<file path="src/common/fbc_pkg.sv">
// Purpose: Constants for the parallel flash bus controller
// Assumes: 40 MHz core clock, byte-wide flash with 17 address bits
// Notes:   Timing figures in ns, cycle counts derived from them
package fbc_pkg;
   localparam int ADDR_W = 17;
   localparam int DATA_W = 8;
   localparam int CLK_PERIOD_NS = 25;
   // Access time of the slowest speed grade, also used for chip-select
   localparam int ACCESS_NS = 90;
   localparam int SETUP_NS = 25;
   localparam int STROBE_NS = 50;
   localparam int RECOVER_NS = 25;
   localparam int RESET_PULSE_NS = 500;
   localparam int RESET_RECOVER_NS = 500;
   // Least times round up to whole cycles
   localparam int ACCESS_CYC = (ACCESS_NS + CLK_PERIOD_NS - 1) / CLK_PERIOD_NS;
   localparam int SETUP_CYC = (SETUP_NS + CLK_PERIOD_NS - 1) / CLK_PERIOD_NS;
   localparam int STROBE_CYC = (STROBE_NS + CLK_PERIOD_NS - 1) / CLK_PERIOD_NS;
   localparam int RECOVER_CYC =
      (RECOVER_NS + CLK_PERIOD_NS - 1) / CLK_PERIOD_NS;
   localparam int RESET_PULSE_CYC =
      (RESET_PULSE_NS + CLK_PERIOD_NS - 1) / CLK_PERIOD_NS;
   localparam int RESET_RECOVER_CYC =
      (RESET_RECOVER_NS + CLK_PERIOD_NS - 1) / CLK_PERIOD_NS;
   localparam int CNT_W = 8;
   // Sector protect address pattern bits
   localparam int PROT_SEL_BIT = 6;
   localparam int PROT_A1_BIT = 1;
   localparam int PROT_A0_BIT = 0;
   // Host operation codes
   typedef enum logic [2:0] {
      FBC_OP_READ,
      FBC_OP_WRITE,
      FBC_OP_RESET,
      FBC_OP_PROTECT,
      FBC_OP_UNPROTECT
   } fbc_op_e;
endpackage

</file>
<file path="src/core/fbc_ctrl.sv">
// Purpose: Host-side controller driving a byte-wide parallel flash
// Assumes: Flash pins reached directly; one request in flight at a time
// Notes:   Read data is sampled through a two-stage synchroniser
//
// Behaviour
// Read: select and output gate low, write strobe high, sample data
// Write: select and write strobe low, output gate high, drive data
// Command register has no address; commands are plain write cycles
// After power-up or reset the flash reads array with no command
// Flash stays in array read until a write changes its commands
// All seventeen address bits are presented on every cycle
// Bypass programming needs two writes, normal programming four
// Erase covers one sector, several sectors or the whole array
// After the identification sequence, reads return internal codes
// During program or erase, reads return status bits
// Select and reset high put the flash in standby, data floats
// Host waits full chip-select access time before sampling data
// Reset low also places the flash in standby
// Deselecting during program or erase does not abort it
// Stable address enters sleep; output data stays latched
// Reset pulse of minimum width aborts and returns to array read
// Host reissues any operation interrupted by a hardware reset
// Protect: high voltage reset, write cycle, A6 low, A1 high, A0 low
// Unprotect: same as protect but A6 high
// Output gate high floats the flash data pins
// Only one pattern at a time; never gate and strobe low together
`timescale 1ns/1ps
module fbc_ctrl
(
   // Clock and reset
   input  wire logic                       core_clk,
   input  wire logic                       sys_rst,
   // Request side
   input  wire logic                       req_valid,
   input  wire fbc_pkg::fbc_op_e           req_op,
   input  wire logic [fbc_pkg::ADDR_W-1:0] req_addr,
   input  wire logic [fbc_pkg::DATA_W-1:0] req_wdata,
   output logic                            req_ready,
   output logic                            rsp_valid,
   output logic      [fbc_pkg::DATA_W-1:0] rsp_rdata,
   output logic                            rsp_aborted,
   // Flash pins
   output logic      [fbc_pkg::ADDR_W-1:0] address_pins,
   input  wire logic [fbc_pkg::DATA_W-1:0] data_pins_in,
   output logic      [fbc_pkg::DATA_W-1:0] data_pins_out,
   output logic                            data_pins_oe,
   output logic                            chip_select_n,
   output logic                            output_gate_n,
   output logic                            write_strobe_n,
   output logic                            reset_n,
   output logic                            high_identification_voltage
);
   typedef enum logic [2:0] {
      FBC_IDLE,
      FBC_SETUP,
      FBC_STROBE,
      FBC_ACCESS,
      FBC_RECOVER,
      FBC_RST_LOW,
      FBC_RST_WAIT
   } fbc_state_e;

   typedef struct packed {
      fbc_state_e                 state;
      logic [fbc_pkg::CNT_W-1:0]  cnt;
      logic                       is_read;
      logic                       hv;
      logic                       ready;
      logic                       rvalid;
      logic [fbc_pkg::DATA_W-1:0] rdata;
      logic                       aborted;
      logic [fbc_pkg::ADDR_W-1:0] addr;
      logic [fbc_pkg::DATA_W-1:0] wdata;
      logic                       oe;
      logic                       cs_n;
      logic                       og_n;
      logic                       ws_n;
      logic                       rst_n;
   } fbc_ctrl_s;

   fbc_ctrl_s                  st_reg;
   fbc_ctrl_s                  st_next;
   logic [fbc_pkg::DATA_W-1:0] data_sync;

   fbc_sync u_sync
   (
      .core_clk (core_clk),
      .sys_rst  (sys_rst),
      .async_in (data_pins_in),
      .sync_out (data_sync)
   );

   function automatic logic [fbc_pkg::CNT_W-1:0] cyc(input int n);
      cyc = fbc_pkg::CNT_W'(n - 1);
   endfunction

   always_comb
   begin
      st_next = st_reg;
      st_next.rvalid = 1'b0;
      case (st_reg.state)
         FBC_IDLE:
         begin
            // Parked with select and reset high: flash in standby
            st_next.cs_n = 1'b1;
            st_next.og_n = 1'b1;
            st_next.ws_n = 1'b1;
            st_next.oe = 1'b0;
            st_next.ready = 1'b1;
            if (req_valid && st_reg.ready)
            begin
               st_next.ready = 1'b0;
               st_next.aborted = 1'b0;
               st_next.addr = req_addr;
               st_next.wdata = req_wdata;
               st_next.is_read = (req_op == fbc_pkg::FBC_OP_READ);
               st_next.hv = 1'b0;
               st_next.cnt = cyc(fbc_pkg::SETUP_CYC);
               st_next.state = FBC_SETUP;
               case (req_op)
                  fbc_pkg::FBC_OP_RESET:
                  begin
                     // Flash aborts and floats; caller must reissue
                     st_next.rst_n = 1'b0;
                     st_next.cnt = cyc(fbc_pkg::RESET_PULSE_CYC);
                     st_next.state = FBC_RST_LOW;
                  end
                  fbc_pkg::FBC_OP_PROTECT:
                  begin
                     st_next.hv = 1'b1;
                     st_next.addr[fbc_pkg::PROT_SEL_BIT] = 1'b0;
                     st_next.addr[fbc_pkg::PROT_A1_BIT] = 1'b1;
                     st_next.addr[fbc_pkg::PROT_A0_BIT] = 1'b0;
                  end
                  fbc_pkg::FBC_OP_UNPROTECT:
                  begin
                     st_next.hv = 1'b1;
                     st_next.addr[fbc_pkg::PROT_SEL_BIT] = 1'b1;
                     st_next.addr[fbc_pkg::PROT_A1_BIT] = 1'b1;
                     st_next.addr[fbc_pkg::PROT_A0_BIT] = 1'b0;
                  end
                  default:
                  begin
                     st_next.hv = 1'b0;
                  end
               endcase
            end
         end
         FBC_SETUP:
         begin
            // Address settles a cycle ahead of select and strobe
            st_next.cs_n = 1'b0;
            st_next.oe = ~st_reg.is_read;
            if (st_reg.cnt == '0)
            begin
               if (st_reg.is_read)
               begin
                  // Gate low only while strobe stays high
                  st_next.og_n = 1'b0;
                  st_next.cnt = cyc(fbc_pkg::ACCESS_CYC + 2);
                  st_next.state = FBC_ACCESS;
               end
               else
               begin
                  // Bypass or normal sequences are plain write cycles
                  st_next.ws_n = 1'b0;
                  st_next.cnt = cyc(fbc_pkg::STROBE_CYC);
                  st_next.state = FBC_STROBE;
               end
            end
            else
            begin
               st_next.cnt = st_reg.cnt - 1'b1;
            end
         end
         FBC_STROBE:
         begin
            if (st_reg.cnt == '0)
            begin
               // Falling strobe has latched address and data in the flash; rising ends the pulse
               st_next.ws_n = 1'b1;
               st_next.cnt = cyc(fbc_pkg::RECOVER_CYC);
               st_next.state = FBC_RECOVER;
            end
            else
            begin
               st_next.cnt = st_reg.cnt - 1'b1;
            end
         end
         FBC_ACCESS:
         begin
            // Full select access time plus two synchroniser stages
            if (st_reg.cnt == '0)
            begin
               st_next.rdata = data_sync;
               st_next.og_n = 1'b1;
               st_next.cnt = cyc(fbc_pkg::RECOVER_CYC);
               st_next.state = FBC_RECOVER;
            end
            else
            begin
               st_next.cnt = st_reg.cnt - 1'b1;
            end
         end
         FBC_RECOVER:
         begin
            st_next.oe = 1'b0;
            st_next.cs_n = 1'b1;
            if (st_reg.cnt == '0)
            begin
               st_next.hv = 1'b0;
               st_next.rvalid = 1'b1;
               st_next.ready = 1'b1;
               st_next.state = FBC_IDLE;
            end
            else
            begin
               st_next.cnt = st_reg.cnt - 1'b1;
            end
         end
         FBC_RST_LOW:
         begin
            if (st_reg.cnt == '0)
            begin
               st_next.rst_n = 1'b1;
               st_next.cnt = cyc(fbc_pkg::RESET_RECOVER_CYC);
               st_next.state = FBC_RST_WAIT;
            end
            else
            begin
               st_next.cnt = st_reg.cnt - 1'b1;
            end
         end
         FBC_RST_WAIT:
         begin
            if (st_reg.cnt == '0)
            begin
               st_next.aborted = 1'b1;
               st_next.rvalid = 1'b1;
               st_next.ready = 1'b1;
               st_next.state = FBC_IDLE;
            end
            else
            begin
               st_next.cnt = st_reg.cnt - 1'b1;
            end
         end
         default:
         begin
            st_next.state = FBC_IDLE;
         end
      endcase
   end

   always_ff @(posedge core_clk)
   begin
      if (sys_rst)
      begin
         st_reg <= '0;
         st_reg.state <= FBC_IDLE;
         st_reg.cs_n <= 1'b1;
         st_reg.og_n <= 1'b1;
         st_reg.ws_n <= 1'b1;
         st_reg.rst_n <= 1'b1;
      end
      else
      begin
         st_reg <= st_next;
      end
   end

   assign req_ready = st_reg.ready;
   assign rsp_valid = st_reg.rvalid;
   assign rsp_rdata = st_reg.rdata;
   assign rsp_aborted = st_reg.aborted;
   assign address_pins = st_reg.addr;
   assign data_pins_out = st_reg.wdata;
   assign data_pins_oe = st_reg.oe;
   assign chip_select_n = st_reg.cs_n;
   assign output_gate_n = st_reg.og_n;
   assign write_strobe_n = st_reg.ws_n;
   assign reset_n = st_reg.rst_n;
   assign high_identification_voltage = st_reg.hv;
endmodule

</file>
<file path="src/core/fbc_sync.sv">
// Purpose: Two-stage synchroniser for the flash data pins
// Assumes: Data pins change asynchronously to core_clk
// Notes:   First stage is read only by the second
`timescale 1ns/1ps
module fbc_sync
(
   // Clock and reset
   input  wire logic                       core_clk,
   input  wire logic                       sys_rst,
   // Data
   input  wire logic [fbc_pkg::DATA_W-1:0] async_in,
   output logic      [fbc_pkg::DATA_W-1:0] sync_out
);
   typedef struct packed {
      logic [fbc_pkg::DATA_W-1:0] meta;
      logic [fbc_pkg::DATA_W-1:0] stable;
   } fbc_sync_s;

   fbc_sync_s st_reg;
   fbc_sync_s st_next;

   always_comb
   begin
      st_next = st_reg;
      st_next.meta = async_in;
      st_next.stable = st_reg.meta;
   end

   always_ff @(posedge core_clk)
   begin
      if (sys_rst)
      begin
         st_reg <= '0;
      end
      else
      begin
         st_reg <= st_next;
      end
   end

   assign sync_out = st_reg.stable;
endmodule

</file>
<file path="config.mk">
export PLATFORM = sky130hd
export DESIGN_NAME = fbc_ctrl
export DESIGN_NICKNAME = d
export VERILOG_FILES = /design/src/common/fbc_pkg.sv /design/src/core/fbc_ctrl.sv /design/src/core/fbc_sync.sv
export SDC_FILE = /design/constraint.sdc
export NUM_CORES = 1
export LEC_CHECK = 0
export ABC_AREA = 1
export BUFFER_PORTS_ARGS = -buffer_cell sky130_fd_sc_hd__buf_2
export CAP_MARGIN = 25
export CORE_MARGIN = 2
export CORE_UTILIZATION = 45
export DETAILED_ROUTE_END_ITERATION = 8
export GPL_TIMING_DRIVEN = 0
export HOLD_SLACK_MARGIN = 0.03
export PLACE_DENSITY = 0.76
export SKIP_LAST_GASP = 1
export SYNTH_ARGS = -nofsm -noshare
export SYNTH_HDL_FRONTEND = slang
export SYNTH_SLANG_ARGS = --single-unit
</file>
<file path="constraint.sdc">
create_clock -name core_clk -period 1.5 [get_ports core_clk]
set_input_delay 0.15 -clock core_clk [delete_from_list [all_inputs] [get_ports core_clk]]
set_output_delay 0.15 -clock core_clk [all_outputs]
set_load 0.01 [all_outputs]
</file>
==> out/qor.csv <==
stage,metric,value,unit
routing,drt_iter0_drc,204,
routing,route.detailed.vias_per_inst,4.67,
floorplanning,core.rowCount,29,
synth,synthXorXnorAreaFrac,0.287,%
final_layout,final_nets,576,
critical_path,crit_path_max_fanout,8,
cts,clock_tree.buffer_depth,2,
critical_path,worst_path_largest_cell_delay,0.37,ns
floorplanning,design.die.area,7450,um^2
synth,adder_cell_area_share_of_the_yosys_netlist,0.821,%
floorplanning,pin_count,81,
floorplanning,die_width,86.3,um
placement,dp.final_hpwl,4.84,mm
synth,synth_enable_flop_cells,0,
synth,yosys_most_used_dff,sky130_fd_sc_hd__dfxtp_1,
synth,ys_seq_area_share,46.0,%
synth,synth-compound-area-share,11.0,%
synth,netlist_instances,407,
critical_path,timing.critical_path.required,1.80,ns
synth,synth_largest_area_cell,sky130_fd_sc_hd__dfxtp_1,
synth,synthDistinctLibCells,30,
final_layout,area_growth_syn_to_layout,38.3,%
sta,finalSetupViolations,0,
synth,synth_top_cell_area_share,46.0,%
critical_path,critPathTopFamily,simple AND/OR/NAND/NOR gates,
global_routing,antenna_found_initial,0,
placement,cell_area_after_placement,3540,um^2
cts,cts.root.buffer_cell,sky130_fd_sc_hd__clkbuf_8,
floorplanning,coreArea,6460,um^2
synth,yosys_warnings,0,
critical_path,signal_arrival_time_at_the_worst_endpoint,1.79,ns
pwr,finalPower,8.04,mW
synth,synthesized_net_count,448,
routing,num_vias,2879,
pwr,p_leak,2.14,nW
final_layout,antenna_cells,0,
critical_path,crit_path_top_delay_cell,sky130_fd_sc_hd__dfxtp_2,
global_routing,grt_first_pass_wirelength,11.5,mm
synth,postSynthAreaPerCell,7.49,um^2
sta,post-route-period-util,99.3,%
routing,avgRoutedWirePerCell,11.8,um
synth,synth_top_family_by_area,simple AND/OR/NAND/NOR gates,
job,cap_viol_max_count,0,
synth,post-synth-top-count-cell,sky130_fd_sc_hd__nor2_1,
sta,finalClockSkew,0.00513,ns
hold_path,worstHoldPathType,primary input to flop,
routing,drt_pass1_iterations,5,
placement,routability_cong,0.925,
sta,hold_violations,0,
synth,synthMuxAreaShare,0,%
cts,cts_made_buffers,9,
cts,clk_latency,0.35,ns
synth,asyncSetResetFlopFracSynth,0,%
global_routing,grt.total_usage,19.5,%
sta,timing.final.crit_period,1.49,ns
global_routing,number_of_global_route_vias_before_repair,2749,
synth,yosys-top-cells-count,"101 x sky130_fd_sc_hd__nor2_1, 70 x sky130_fd_sc_hd__dfxtp_1, 49 x sky130_fd_sc_hd__nand2_1, 40 x sky130_fd_sc_hd__o21ai_0, 35 x sky130_fd_sc_hd__buf_4",
placement,numPortBuffers,79,
cts,tritoncts,done,
sta,fin_hold_ws,0.0571,ns
global_routing,grt_max_degree,15,
critical_path,cp.buffers_inverters,2,
critical_path,crit_path_start_kind,flop,
critical_path,crit_type,flop to flop,
pwr,power_per_cell_area,1910,nW/um^2
synth,postSynthRegisterBits,70,
run_status,outcome,completed,
routing,drtAntennaViolNets,0,
global_routing,globalRoute.totalOverflow,0,
sta,finalMaxSlewViolations,0,
critical_path,critical_path.endpoint_type,flop,
routing,totalWireLength,7.29,mm
final_layout,largest_register_ff_count,17,
pwr,ir_drop,899,uV
final_layout,seqCellArea,1410,um^2
synth,cell_types_with_the_largest_area_share_after_synthesis,"sky130_fd_sc_hd__dfxtp_1 46%, sky130_fd_sc_hd__nor2_1 12%, sky130_fd_sc_hd__buf_4 8.6%, sky130_fd_sc_hd__o21ai_0 6.6%, sky130_fd_sc_hd__nand2_1 6.0%",
sta,max_freq,671,MHz
critical_path,critPathMostFrequentCell,sky130_fd_sc_hd__nand2_1,
cts,clock-sinks,70,
floorplanning,dieHeight,86.3,um
sta,slew_at_the_pin_with_the_worst_max_slew_slack,0.521,ns
cts,clk_transition_reported_paths,0.08,ns
sta,maxSlewHeadroom,65.2,%
final_layout,multiInputGateArea,1250,um^2
final_layout,post_route_cell_area,4220,um^2
critical_path,critical_path.cell_chain,"inv_2, ha_4, nand2_4, nor2_4, buf_4, a21oi_4, nand2_1, nand2_1, nand2_1, nor2_1",
cts,cts.htree.levels,3,
final_layout,drive_above_1_share,33.7,%
final_layout,n_fill_cell,527,
routing,drc,0,
sta,summed_negative_setup_slack_over_all_endpoints,0,ns
synth,synthSimpleGateAreaFrac,26.5,%
floorplanning,initial_utilization,47.2,%
synth,synthesized_cell_area,3050,um^2
==> where the power goes <==
part	switching [mW]	internal [mW]	leakage [nW]	total, mW
combinational	2.09	1.67	1.46	3.76
clock	0.789	0.961	0.112	1.75
sequential	0.270	2.26	0.575	2.53
total	3.15	4.89	2.14	8.04
==> cell usage in the layout, fill, tap and decap left out, types with 2 or more instances in the layout <==
cell                            count
sky130_fd_sc_hd__nand2_2            3
sky130_fd_sc_hd__nor2_2             2
sky130_fd_sc_hd__buf_4             44
sky130_fd_sc_hd__buf_2             81
sky130_fd_sc_hd__inv_2              7
sky130_fd_sc_hd__dfxtp_2            5
sky130_fd_sc_hd__nor2_4             4
sky130_fd_sc_hd__dfxtp_1           65
sky130_fd_sc_hd__inv_6              2
sky130_fd_sc_hd__clkinv_1           2
sky130_fd_sc_hd__nand2_4            7
sky130_fd_sc_hd__nor2_1            99
sky130_fd_sc_hd__clkbuf_8          10
sky130_fd_sc_hd__nand4_1            2
sky130_fd_sc_hd__a21oi_1           11
sky130_fd_sc_hd__nor3_2             2
sky130_fd_sc_hd__o211ai_1           2
sky130_fd_sc_hd__bufinv_16          2
sky130_fd_sc_hd__o21ai_1            2
sky130_fd_sc_hd__inv_1             30
sky130_fd_sc_hd__nand3_1           20
sky130_fd_sc_hd__nand2_1           45
sky130_fd_sc_hd__o21ai_0           37
sky130_fd_sc_hd__clkbuf_1           6
sky130_fd_sc_hd__dlygate4sd3_1     28
sky130_fd_sc_hd__nor3_1             2
==> repair_timing <==
action / 4_1_cts / 5_1_grt
resized for setup: 7 / 22
pin swaps: 3 / 10
hold buffers: 28 / 0
hold endpoints to repair: 28 / 0
endpoints found under the setup margin: 21 / 45
setup buffers: 3 / 7
==> metal layers <==
| metal | share of wire (%) | vias to the layer above | GRT usage (%) | wire length, um |
|---|---|---|---|---|
| met2 | 49 | 79 | 35.9 | 3600 |
| met1 | 44 | 1287 | 21.3 | 3170 |
| met5 | 0 | - | 0 | 0 |
| met3 | 5.8 | 10 | 4.67 | 425 |
| li1 | - | 1503 | - | - |
| met4 | 1.2 | 0 | 8.10 | 87 |
==> metrics by stage <==
stage,cells,setup WS [ns],util [%]
after global placement,563,-0.0666,54.8
after global routing,617,-0.0750,65.3
after detailed placement,563,-0.102,54.8
final,617,0.00999,65.3
after floorplan,407,0.171,-
after CTS,610,0.00534,63.4
==> cell type report <==
type,instances,area share (%)
sequential,70,33.4
multi-input combinational,251,29.6
timing repair buffer,117,18.1
buffer,46,7.60
inverter,40,3.62
clock buffer,9,2.94
clock inverter,7,2.49
tap,77,2.28
==> cell families after synthesis <==
group                      count (synthesis)
AOI/OAI and AO/OA                         60
xor gates and xnor gates                   1
adders and majority gates                  2
buffers and inverters                     86
DFF                                       70
and+or+nand+nor                          188
==> worst reg2reg max path, cell delays in order (launching register included) <==
cell,delay [ns]
sky130_fd_sc_hd__dfxtp_2,0.37
sky130_fd_sc_hd__inv_2,0.07
sky130_fd_sc_hd__ha_4,0.16
sky130_fd_sc_hd__nand2_4,0.08
sky130_fd_sc_hd__nor2_4,0.06
sky130_fd_sc_hd__buf_4,0.15
sky130_fd_sc_hd__a21oi_4,0.26
sky130_fd_sc_hd__nand2_1,0.10
sky130_fd_sc_hd__nand2_1,0.08
sky130_fd_sc_hd__nand2_1,0.04
sky130_fd_sc_hd__nor2_1,0.07
==> final timing paths <==
path / depth (start not counted) / slack [ns] / startpoint / end
worst max register to register: 10 / 0.01 / st_reg[43] / st_reg[49]
worst min-delay path: 3 / 0.06 / req_addr[5] / address_pins[5]
worst max-delay path: 10 / 0.01 / st_reg[43] / st_reg[49]
worst min register to register: 2 / 0.41 / u_sync.st_next[7] / u_sync.sync_out[7]
No activity file was read; power rests on OpenSTA's default activity.
